===== src/iosp_consts.vh =====
// Constants for the low I/O register space decoder.
`ifndef IOSP_CONSTS_VH
`define IOSP_CONSTS_VH
`define IOSP_PAD_LEVEL_B 6'h03
`define IOSP_DIRECTION_B 6'h04
`define IOSP_DRIVE_LATCH_B 6'h05
`define IOSP_PAD_LEVEL_C 6'h06
`define IOSP_DIRECTION_C 6'h07
`define IOSP_DRIVE_LATCH_C 6'h08
`define IOSP_PAD_LEVEL_D 6'h09
`define IOSP_DIRECTION_D 6'h0a
`define IOSP_DRIVE_LATCH_D 6'h0b
`define IOSP_PAD_LEVEL_E 6'h0c
`define IOSP_DIRECTION_E 6'h0d
`define IOSP_DRIVE_LATCH_E 6'h0e
`define IOSP_TIMER0_FLAGS 6'h15
`define IOSP_TIMER1_FLAGS 6'h16
`define IOSP_SCRATCH_BYTE_1 6'h19
`define IOSP_SCRATCH_BYTE_2 6'h1a
`define IOSP_PAD_CHANGE_FLAGS 6'h1b
`define IOSP_BIT_LIMIT 6'h1f
`define IOSP_DATA_OFFSET 8'h20
`define IOSP_DATA_IO_END 8'h5f
`define IOSP_EXT_BASE 8'h60
`define IOSP_MASK_E 8'h07
`define IOSP_MASK_T0 8'h07
`define IOSP_MASK_T1 8'h27
`define IOSP_MASK_PC 8'h0f
`define IOSP_RESET_VALUE 8'h00
`endif


===== src/iosp_top.v =====
// Low I/O register space: decode, port latches, flag registers and scratch bytes.
`timescale 1ns/1ps
`include "iosp_consts.vh"
module iosp_top (
    input wire clk_i,
    input wire rstn_i,
    input wire io_rd_i,
    input wire io_wr_i,
    input wire [5:0] io_addr_i,
    input wire load_op_i,
    input wire memory_write_op_i,
    input wire [7:0] data_addr_i,
    input wire bit_set_op_i,
    input wire bit_clear_op_i,
    input wire skip_if_bit_set_i,
    input wire skip_if_bit_clear_i,
    input wire [4:0] bit_addr_i,
    input wire [2:0] bit_sel_i,
    input wire [7:0] wdata_i,
    input wire [7:0] pad_b_i,
    input wire [7:0] pad_c_i,
    input wire [7:0] pad_d_i,
    input wire [2:0] pad_e_i,
    input wire [7:0] timer0_set_i,
    input wire [7:0] timer1_set_i,
    input wire [7:0] pad_change_set_i,
    output reg [7:0] rdata_o,
    output reg skip_o,
    output reg ext_sel_o,
    output reg [7:0] direction_b_o,
    output reg [7:0] drive_latch_b_o,
    output reg [7:0] direction_c_o,
    output reg [7:0] drive_latch_c_o,
    output reg [7:0] direction_d_o,
    output reg [7:0] drive_latch_d_o,
    output reg [7:0] direction_e_o,
    output reg [7:0] drive_latch_e_o,
    output reg [7:0] timer0_flags_o,
    output reg [7:0] timer1_flags_o,
    output reg [7:0] pad_change_flags_o
);
    // ----------------------------------------------------------------
    // Reset release and pad synchronisers.
    // ----------------------------------------------------------------
    reg rst_meta;
    reg rst_n;
    wire [7:0] lvl_b;
    wire [7:0] lvl_c;
    wire [7:0] lvl_d;
    wire [7:0] lvl_e;
    reg [7:0] scratch_1;
    reg [7:0] scratch_2;

    always @(posedge clk_i or negedge rstn_i) begin
        if (!rstn_i) begin
            rst_meta <= 1'b0;
            rst_n <= 1'b0;
        end else begin
            rst_meta <= 1'b1;
            rst_n <= rst_meta;
        end
    end

    iosp_sync #(.WIDTH(32)) u_sync (
        .clk_i(clk_i),
        .rstn_i(rst_n),
        .async_i({5'h00, pad_e_i, pad_d_i, pad_c_i, pad_b_i}),
        .sync_o({lvl_e, lvl_d, lvl_c, lvl_b})
    );

    // ----------------------------------------------------------------
    // Address decode.
    // ----------------------------------------------------------------
    reg wr_en;
    reg rd_en;
    reg [5:0] acc_addr;
    reg [7:0] data_io;
    reg bit_op;
    reg [7:0] bit_mask;
    reg [7:0] cur_val;

    always @* begin
        wr_en = 1'b0;
        rd_en = 1'b0;
        acc_addr = 6'h00;
        data_io = data_addr_i - `IOSP_DATA_OFFSET;
        if (io_wr_i || io_rd_i) begin
            acc_addr = io_addr_i;
            wr_en = io_wr_i;
            rd_en = io_rd_i;
        end else if ((load_op_i || memory_write_op_i) && data_addr_i >= `IOSP_DATA_OFFSET
                     && data_addr_i <= `IOSP_DATA_IO_END) begin
            acc_addr = data_io[5:0];
            wr_en = memory_write_op_i;
            rd_en = load_op_i;
        end else if (bit_set_op_i || bit_clear_op_i || skip_if_bit_set_i
                     || skip_if_bit_clear_i) begin
            acc_addr = {1'b0, bit_addr_i};
        end
        bit_op = (bit_set_op_i || bit_clear_op_i) && !io_wr_i && !io_rd_i
                 && !load_op_i && !memory_write_op_i;
        bit_mask = 8'h01 << bit_sel_i;
    end

    // Current register value, zero for reserved locations and bits.
    always @* begin
        if (acc_addr == `IOSP_PAD_LEVEL_B) cur_val = lvl_b;
        else if (acc_addr == `IOSP_DIRECTION_B) cur_val = direction_b_o;
        else if (acc_addr == `IOSP_DRIVE_LATCH_B) cur_val = drive_latch_b_o;
        else if (acc_addr == `IOSP_PAD_LEVEL_C) cur_val = lvl_c;
        else if (acc_addr == `IOSP_DIRECTION_C) cur_val = direction_c_o;
        else if (acc_addr == `IOSP_DRIVE_LATCH_C) cur_val = drive_latch_c_o;
        else if (acc_addr == `IOSP_PAD_LEVEL_D) cur_val = lvl_d;
        else if (acc_addr == `IOSP_DIRECTION_D) cur_val = direction_d_o;
        else if (acc_addr == `IOSP_DRIVE_LATCH_D) cur_val = drive_latch_d_o;
        else if (acc_addr == `IOSP_PAD_LEVEL_E) cur_val = lvl_e & `IOSP_MASK_E;
        else if (acc_addr == `IOSP_DIRECTION_E) cur_val = direction_e_o;
        else if (acc_addr == `IOSP_DRIVE_LATCH_E) cur_val = drive_latch_e_o;
        else if (acc_addr == `IOSP_TIMER0_FLAGS) cur_val = timer0_flags_o;
        else if (acc_addr == `IOSP_TIMER1_FLAGS) cur_val = timer1_flags_o;
        else if (acc_addr == `IOSP_SCRATCH_BYTE_1) cur_val = scratch_1;
        else if (acc_addr == `IOSP_SCRATCH_BYTE_2) cur_val = scratch_2;
        else if (acc_addr == `IOSP_PAD_CHANGE_FLAGS) cur_val = pad_change_flags_o;
        else cur_val = 8'h00;
    end

    // ----------------------------------------------------------------
    // Write data for plain and bit-wise accesses.
    // ----------------------------------------------------------------
    reg [7:0] next_val;
    reg [7:0] clr_t0;
    reg [7:0] clr_t1;
    reg [7:0] clr_pc;
    reg do_wr;

    always @* begin
        do_wr = wr_en || bit_op;
        if (bit_op && bit_set_op_i) next_val = cur_val | bit_mask;
        else if (bit_op) next_val = cur_val & ~bit_mask;
        else next_val = wdata_i;
        clr_t0 = 8'h00;
        clr_t1 = 8'h00;
        clr_pc = 8'h00;
        if (do_wr && acc_addr == `IOSP_TIMER0_FLAGS) begin
            clr_t0 = bit_op ? (bit_set_op_i ? bit_mask : 8'h00) : wdata_i;
        end
        if (do_wr && acc_addr == `IOSP_TIMER1_FLAGS) begin
            clr_t1 = bit_op ? (bit_set_op_i ? bit_mask : 8'h00) : wdata_i;
        end
        if (do_wr && acc_addr == `IOSP_PAD_CHANGE_FLAGS) begin
            clr_pc = bit_op ? (bit_set_op_i ? bit_mask : 8'h00) : wdata_i;
        end
    end

    // ----------------------------------------------------------------
    // Register storage.
    // ----------------------------------------------------------------
    always @(posedge clk_i or negedge rst_n) begin
        if (!rst_n) begin
            direction_b_o <= `IOSP_RESET_VALUE;
            drive_latch_b_o <= `IOSP_RESET_VALUE;
            direction_c_o <= `IOSP_RESET_VALUE;
            drive_latch_c_o <= `IOSP_RESET_VALUE;
            direction_d_o <= `IOSP_RESET_VALUE;
            drive_latch_d_o <= `IOSP_RESET_VALUE;
            direction_e_o <= `IOSP_RESET_VALUE;
            drive_latch_e_o <= `IOSP_RESET_VALUE;
            scratch_1 <= `IOSP_RESET_VALUE;
            scratch_2 <= `IOSP_RESET_VALUE;
            timer0_flags_o <= `IOSP_RESET_VALUE;
            timer1_flags_o <= `IOSP_RESET_VALUE;
            pad_change_flags_o <= `IOSP_RESET_VALUE;
        end else begin
            if (do_wr) begin
                if (acc_addr == `IOSP_DIRECTION_B) direction_b_o <= next_val;
                else if (acc_addr == `IOSP_DRIVE_LATCH_B) drive_latch_b_o <= next_val;
                else if (acc_addr == `IOSP_DIRECTION_C) direction_c_o <= next_val;
                else if (acc_addr == `IOSP_DRIVE_LATCH_C) drive_latch_c_o <= next_val;
                else if (acc_addr == `IOSP_DIRECTION_D) direction_d_o <= next_val;
                else if (acc_addr == `IOSP_DRIVE_LATCH_D) drive_latch_d_o <= next_val;
                else if (acc_addr == `IOSP_DIRECTION_E) direction_e_o <= next_val & `IOSP_MASK_E;
                else if (acc_addr == `IOSP_DRIVE_LATCH_E) drive_latch_e_o <= next_val & `IOSP_MASK_E;
                else if (acc_addr == `IOSP_SCRATCH_BYTE_1) scratch_1 <= next_val;
                else if (acc_addr == `IOSP_SCRATCH_BYTE_2) scratch_2 <= next_val;
            end
            // Hardware set wins over a software clear in the same cycle.
            timer0_flags_o <= ((timer0_flags_o & ~clr_t0) | timer0_set_i) & `IOSP_MASK_T0;
            timer1_flags_o <= ((timer1_flags_o & ~clr_t1) | timer1_set_i) & `IOSP_MASK_T1;
            pad_change_flags_o <= ((pad_change_flags_o & ~clr_pc) | pad_change_set_i)
                                  & `IOSP_MASK_PC;
        end
    end

    // ----------------------------------------------------------------
    // Read data, skip test and extended-region select.
    // ----------------------------------------------------------------
    always @(posedge clk_i or negedge rst_n) begin
        if (!rst_n) begin
            rdata_o <= 8'h00;
            skip_o <= 1'b0;
            ext_sel_o <= 1'b0;
        end else begin
            rdata_o <= rd_en ? cur_val : 8'h00;
            skip_o <= (skip_if_bit_set_i && (cur_val & bit_mask) != 8'h00)
                      || (skip_if_bit_clear_i && (cur_val & bit_mask) == 8'h00);
            ext_sel_o <= (load_op_i || memory_write_op_i)
                         && data_addr_i >= `IOSP_EXT_BASE;
        end
    end
endmodule // iosp_top


===== src/iosp_sync.v =====
// Two-stage synchroniser for a bus of pad levels.
`timescale 1ns/1ps
module iosp_sync #(
    parameter WIDTH = 8
) (
    input wire clk_i,
    input wire rstn_i,
    input wire [WIDTH-1:0] async_i,
    output reg [WIDTH-1:0] sync_o
);
    reg [WIDTH-1:0] stage1;
    always @(posedge clk_i or negedge rstn_i) begin
        if (!rstn_i) begin
            stage1 <= {WIDTH{1'b0}};
            sync_o <= {WIDTH{1'b0}};
        end else begin
            stage1 <= async_i;
            sync_o <= stage1;
        end
    end
endmodule // iosp_sync


===== config.mk =====
export PLATFORM = sky130hd
export DESIGN_NAME = iosp_top
export DESIGN_NICKNAME = d
export VERILOG_FILES = /design/src/iosp_top.v /design/src/iosp_sync.v
export VERILOG_INCLUDE_DIRS = /design/src /design/src/src
export SDC_FILE = /design/constraint.sdc
export NUM_CORES = 1
export LEC_CHECK = 0
export ABC_AREA = 1
export BUFFER_PORTS_ARGS = -buffer_cell sky130_fd_sc_hd__buf_2
export CAP_MARGIN = 5
export CELL_PAD_IN_SITES_DETAIL_PLACEMENT = 1
export CELL_PAD_IN_SITES_GLOBAL_PLACEMENT = 1
export CORE_MARGIN = 8
export CORE_UTILIZATION = 30
export DETAILED_ROUTE_END_ITERATION = 7
export GPL_TIMING_DRIVEN = 0
export PLACE_DENSITY = 0.7
export SKIP_LAST_GASP = 1
export SYNTH_ARGS = -nofsm -noshare
export SYNTH_HDL_FRONTEND = slang
export SYNTH_SLANG_ARGS = --single-unit
export TNS_END_PERCENT = 20

===== constraint.sdc =====
create_clock -name clk_i -period 5.73 [get_ports clk_i]
set_clock_uncertainty 0.15 [all_clocks]
set_input_delay 1.146 -clock clk_i [delete_from_list [all_inputs] [get_ports clk_i]]
set_output_delay 1.146 -clock clk_i [all_outputs]
set_load 0.02 [all_outputs]

; After elaboration in Yosys (flattened, before gate mapping)
; Cells that the tools add are included.
[totals]
reg_bits = 147
wordCells = 132
input_bits = 91
out_inout_bits = 98
[classes]
order_cmp = 3
n_eq_ne = 17
n_reduce_logical = 36
shift = 1
n_mux = 32
bitwise = 22
addsub = 1
[op_table]
columns = operator, n
row1 = 2-to-1 mux 8 bit, 19
row2 = == test 6 x 4 -> 1 bit (second input constant), 7
row3 = == test 6 x 5 -> 1 bit (second input constant), 5
row4 = 2-to-1 mux 6 bit, 5
row5 = == test 6 x 3 -> 1 bit (second input constant), 4
row6 = bitwise AND 8 bit, 2
row7 = logical AND 1 bit, 13
row8 = AND reduction 11 bit, 1
row9 = AND reduction 10 bit, 1
row10 = NOT 1 bit, 9
row11 = AND reduction 9 bit, 1
row12 = >= comparator 8 x 6 -> 1 bit (second input constant), 1
row13 = >= comparator 8 x 7 -> 1 bit (second input constant), 1
row14 = <= comparator 8 x 7 -> 1 bit (second input constant), 1
row15 = zero test 8 bit, 1
row16 = 2-to-1 mux 4 bit, 2
row17 = NOT 8 bit, 1
row18 = OR 8 bit, 1
row19 = AND reduction 8 bit, 1
row20 = nonzero test 8 bit, 1
row21 = << shifter 1 x 3 -> 8 bit (first input constant), 1
row22 = logical OR 1 bit, 7
row23 = AND reduction 7 bit, 1
row24 = bitwise AND 6 bit, 1
row25 = other kinds (19), 25

; Logic depth before layout (Yosys ltp)
[depth]
word_depth = 28
mapped_depth = 25
ltp_nobuf = 25

; By module
; A second synthesis with hierarchy kept.
[unflattened]
hier_cells = 801
area_unflattened_um2 = 7176.9
[by_module_without_submodules]
columns = mod, instances, cells_each, seq_area_each_um2, area_per_inst_um2
row1 = iosp_top, 1, 737, 2327.2, 5575.3
row2 = iosp_sync, 1, 64, 1601.5, 1601.5

; Least setup slack after synthesis
; No wires, ideal clock.
[synth_path]
path_type = in2reg
from = in load_op_i
to = reg direction_b_o[1]
arrival_ns = 3.117
stages = 19
path_buffers = 1
setup_ns = 0.129
setup_slack_ns = 2.335
required_ns = 5.451
path_cell_list = or2_4 > buf_6 > nand3_2 > nand3_2 > o21ai_4 > inv_2 > nor2_2 > nand3_2 > or2_0 > nand2_1 > nand3_1 > nand2_1 > nand3_1 > nand2_1 > nand2_1 > nand2_2 > nand3_4 > a21oi_4 > o21ai_2
[synth_via]
elab_chain_len = 26
word_cells_on_any_way = 51
classes_between = eq/ne: 17 / mux: 23 / bitwise: 2 / reduce/logical: 9
[synth_rtl]
columns = element, line
row1 = from (decl), iosp_top.v:10  ; input wire load_op_i,
row2 = logical OR 1 bit, iosp_top.v:91  ; end else if ((load_op_i || memory_write_op_i) && data_addr_i >= `IOSP_DATA_OFFSET
row3 = logical AND 1 bit (no line) (2 in series), n/a
row4 = 2-to-1 mux 6 bit, iosp_top.v:91
row5 = 2-to-1 mux 6 bit, iosp_top.v:87  ; if (io_wr_i || io_rd_i) begin
row6 = == test 6 x 5 -> 1 bit (no line), n/a
row7 = 2-to-1 mux 4 bit, iosp_top.v:123  ; else if (acc_addr == `IOSP_PAD_CHANGE_FLAGS) cur_val = pad_change_flags_o;
row8 = 2-to-1 mux 8 bit, iosp_top.v:122  ; else if (acc_addr == `IOSP_SCRATCH_BYTE_2) cur_val = scratch_2;
row9 = 2-to-1 mux 8 bit, iosp_top.v:121  ; else if (acc_addr == `IOSP_SCRATCH_BYTE_1) cur_val = scratch_1;
row10 = [... 9 more ...], n/a
row11 = 2-to-1 mux 8 bit, iosp_top.v:111  ; else if (acc_addr == `IOSP_DIRECTION_C) cur_val = direction_c_o;
row12 = 2-to-1 mux 8 bit, iosp_top.v:110  ; else if (acc_addr == `IOSP_PAD_LEVEL_C) cur_val = lvl_c;
row13 = 2-to-1 mux 8 bit, iosp_top.v:109  ; else if (acc_addr == `IOSP_DRIVE_LATCH_B) cur_val = drive_latch_b_o;
row14 = 2-to-1 mux 8 bit, iosp_top.v:108  ; else if (acc_addr == `IOSP_DIRECTION_B) cur_val = direction_b_o;
row15 = 2-to-1 mux 8 bit, iosp_top.v:107  ; if (acc_addr == `IOSP_PAD_LEVEL_B) cur_val = lvl_b;
row16 = bitwise AND 8 bit, iosp_top.v:139  ; else if (bit_op) next_val = cur_val & ~bit_mask;
row17 = 2-to-1 mux 8 bit, iosp_top.v:139
row18 = 2-to-1 mux 8 bit, iosp_top.v:138  ; if (bit_op && bit_set_op_i) next_val = cur_val | bit_mask;
row19 = to (signal assigned), iosp_top.v:160  ; direction_b_o <= `IOSP_RESET_VALUE;
row20 = to (signal assigned), iosp_top.v:175  ; if (acc_addr == `IOSP_DIRECTION_B) direction_b_o <= next_val;
row21 = to (decl), iosp_top.v:30  ; output reg [7:0] direction_b_o,
; Several ways; a longest one is shown, not always the timed one.
; A chain may end at the register's enable or synchronous reset.

; Final worst setup path
[layout_path]
from = in bit_set_op_i
to = reg direction_c_o[2]
[layout_via]
elab_chain_len = 27
word_cells_on_any_way = 53
classes_between = eq/ne: 17 / mux: 22 / bitwise: 4 / reduce/logical: 10
[layout_rtl]
columns = element, line
row1 = from (decl), iosp_top.v:13  ; input wire bit_set_op_i,
row2 = logical OR 1 bit, "iosp_top.v:96, iosp_top.v:100"
row3 = logical OR 1 bit, iosp_top.v:96  ; end else if (bit_set_op_i || bit_clear_op_i || skip_if_bit_set_i
row4 = logical OR 1 bit, iosp_top.v:97  ; || skip_if_bit_clear_i) begin
row5 = 2-to-1 mux 5 bit, iosp_top.v:96
row6 = 2-to-1 mux 6 bit, iosp_top.v:91
row7 = 2-to-1 mux 6 bit, iosp_top.v:87
row8 = == test 6 x 5 -> 1 bit (no line), n/a
row9 = 2-to-1 mux 4 bit, iosp_top.v:123
row10 = [... 11 more ...], n/a
row11 = 2-to-1 mux 8 bit, iosp_top.v:111
row12 = 2-to-1 mux 8 bit, iosp_top.v:110
row13 = 2-to-1 mux 8 bit, iosp_top.v:109
row14 = 2-to-1 mux 8 bit, iosp_top.v:108
row15 = 2-to-1 mux 8 bit, iosp_top.v:107
row16 = bitwise AND 8 bit, iosp_top.v:139
row17 = 2-to-1 mux 8 bit, iosp_top.v:139
row18 = 2-to-1 mux 8 bit, iosp_top.v:138
row19 = to (signal assigned), iosp_top.v:162  ; direction_c_o <= `IOSP_RESET_VALUE;
row20 = to (signal assigned), iosp_top.v:177  ; else if (acc_addr == `IOSP_DIRECTION_C) direction_c_o <= next_val;
row21 = to (decl), iosp_top.v:32  ; output reg [7:0] direction_c_o,
; Several ways; a longest one is shown, not always the timed one.

==> flow_summary.ini <==
[status]
status = completed

[finish]
final_common_cell = nand2_1
final_cells = 1293
areaGrowthSynthToFinish_pct = 26.55
fill_cells = 2738
layout_common_cells = nand2_1 (232), buf_2 (155), dfrtp_1 (146)
antennaDiodeCount = 0
layout.nets = 1087
stdcell_area_um2 = 8755
drive_gt1_share_pct = 29.37

[setup_path]
arrival_ps = 4190
worstSetupEndpointType = flop
critPathLaunchType = primary input
reg2reg_depth = 12
critPathKind = in2reg
required_ps = 5870
critPathMaxFanout = 6

[power]
power_switching_w = 0.001010
p_comb_share_pct = 21.5
p_int_w = 0.002060
leakage_nw = 4.561
power_w = 0.003070
pwr-share-clk_pct = 35.9
p_per_area_nw_per_um2 = 350.7
swShare_pct = 32.89
seqPwrFrac_pct = 42.6
vdd_drop_max_mv = 0.2472

[clock_tree]
clkSlewWorstSetupHoldPaths_ps = 60
root_buffer = clkbuf_16
numCtsBuffers = 17
clockBufferDepth = 2
clk_latency_ps = 430
cts_setup_buffers = 0
ctsHoldBuffers = 0
post_cts_resized = 0
cts_tree = yes
h-tree-depth = 4
cts_sinks = 147

[timing]
fmax_ghz = 0.2471
worst_pin_slew_ps = 1282
grt_setup_unrepaired = no
slew_headroom_pct = 14.51
drv_slew = 0
hold_viol_final = 0
finalSetupViolations = 0
fin_crit_ps = 4047
tns_ps = 0
period_share_pct = 70.63

[detailed_routing]
ant_nets = 0
post_drt_via_cell_ratio = 4.573
vias = 5913
drt_iter0_drc = 284
wire_per_inst_um = 18.09
finalWirelength_um = 23390
drc = 0
dr.pass1.iters = 4

[synth]
synth_area_um2 = 6918
synth_edf_count = 0
synth-seq-cells = 147
yosysWarnings = 0
synthCells = 801
syn_area_per_cell_um2 = 8.637
ys.flop_type = dfrtp_1
ys_types = 41
async_flop_share_pct = 100.0
synth-seq-area-share_pct = 53.17

[global_routing]
antenna_found_initial = 0
grt_usage_pct = 16.93
grt_pass1_wl_um = 36390
grt_max_degree = 54
grt_pass1_vias = 6414
grt.overflow.total = 0

[die]
die_y_um = 167.9
initial_utilization_pct = 30.56
die_x_um = 167.9
core_um2 = 22640
die_area_um2 = 28180
io_pins = 189
rows = 55

[worst_hold_path]
hold_path_class = reg2reg
whs_path_depth = 0

[run]
drv_cap = 0

[place]
placement.cell_area_um2 = 8177
gp_congestion = 0.8539
hpwl_um = 18340
io_buffers = 152
placed_cells = 1262
-- metal layers --
layer	routed length (um)	part of all wire (%)	up-vias	track usage [%]
met5	0	0	-	0
met4	279	1.2	0	4.852
met3	1746	7.5	21	5.519
met2	11750	50	132	29.03
met1	9618	41	2852	19.97
li1	-	-	2908	-
-- worst max-delay path, cell delays in order --
cell	delay, ps
buf_2	110
nor2_1	210
nand2_1	150
nand2_1	120
nand2_1	60
nand3_1	70
nand2_1	80
nand2_1	190
inv_1	160
nand2_1	210
inv_1	180
a221oi_1	510
a21boi_1	170
nand2_1	350
nand2_2	250
nand2_1	120
o21ai_0	80
-- flip-flops by register name, summed over array words and instances, names as in the netlist, 4 cells and up --
name	count
direction_c_o	8
timer1_flags_o	4
drive_latch_c_o	8
direction_b_o	8
pad_change_flags_o	4
u_sync.stage1	27
scratch_1	8
u_sync.sync_o	27
rdata_o	8
scratch_2	8
drive_latch_d_o	8
drive_latch_b_o	8
direction_d_o	8
-- per-stage QoR --
stage	setup WS [ps]	hold WS, ps	utilization [%]
after CTS	1674	199.2	38.67
after global placement	-588.1	182.8	35.86
after detailed placement	1249	185.6	36.11
final	1683	196.4	38.67
after floorplan	1181	181.2	-
after global routing	1373	205.5	38.67
-- Yosys cell counts (3+ instances only) --
cell / count / area [um2]
a21oi_1: 16 / 80.08
a221oi_1: 5 / 43.79
a22oi_1: 4 / 30.03
a31oi_1: 13 / 81.33
buf_2: 3 / 15.01
buf_4: 23 / 172.7
buf_6: 3 / 33.78
dfrtp_1: 147 / 3679
inv_1: 78 / 292.8
inv_2: 10 / 37.54
nand2_1: 232 / 870.8
nand2_2: 11 / 68.82
nand3_1: 55 / 275.3
nand3_2: 10 / 100.1
nand3_4: 4 / 70.07
nand4_1: 6 / 37.54
nor2_1: 58 / 217.7
nor2_2: 6 / 37.54
nor2_4: 5 / 56.30
nor3_1: 11 / 55.05
o21ai_0: 44 / 220.2
o21ai_1: 5 / 25.02
o21ai_2: 12 / 105.1
o21ai_4: 3 / 48.80
or2_0: 4 / 25.02
or2_2: 12 / 75.07
-- power groups by stage --
stage               sequential [W]  clock [W]  combinational [W]
finish                     0.00131    0.00110           0.000661
global route               0.00133    0.00117           0.000730
CTS                        0.00131    0.00113           0.000678
detailed placement         0.00132          0           0.000674
global placement           0.00133          0           0.000646
floorplan                  0.00144          0           0.000259
-- logic make-up (layout without fill, tap and decap cells) --
logic type | Yosys count | after routing | synth area share [%]
flip-flops | 147 | 147 | 53.17
AND/OR/NAND/NOR | 420 | 420 | 28.23
AO/OA/AOI/OAI | 109 | 109 | 10.13
buffers and inverters | 123 | 308 | 8.356
other | 2 | 24 | 0.1086
-- final timing paths --
check	from	to	slack (ps)
min in group asynchronous	rst_n	u_sync.stage1[4]	210
max in group asynchronous	rst_n	drive_latch_d_o[1]	4230
worst max-delay path	bit_set_op_i	direction_c_o[2]	1680
worst min-delay path	u_sync.stage1[11]	u_sync.sync_o[11]	200
worst max register to register	pad_change_flags_o[2]	direction_c_o[2]	3170
worst min register to register	u_sync.stage1[11]	u_sync.sync_o[11]	200
-- layout make-up --
type / instances / area (um2) / share of cell area [%]
Clock inverter: 12 / 135.1 / 1.544
Inverter: 91 / 344.1 / 3.930
Multi-Input combinational cell: 553 / 2744 / 31.34
Buffer: 32 / 234.0 / 2.673
Tap cell: 285 / 356.6 / 4.073
Clock buffer: 19 / 442.9 / 5.059
Sequential cell: 147 / 3682 / 42.06
Timing Repair Buffer: 154 / 815.8 / 9.318
Note: power is estimated with default switching activity, not from simulation.
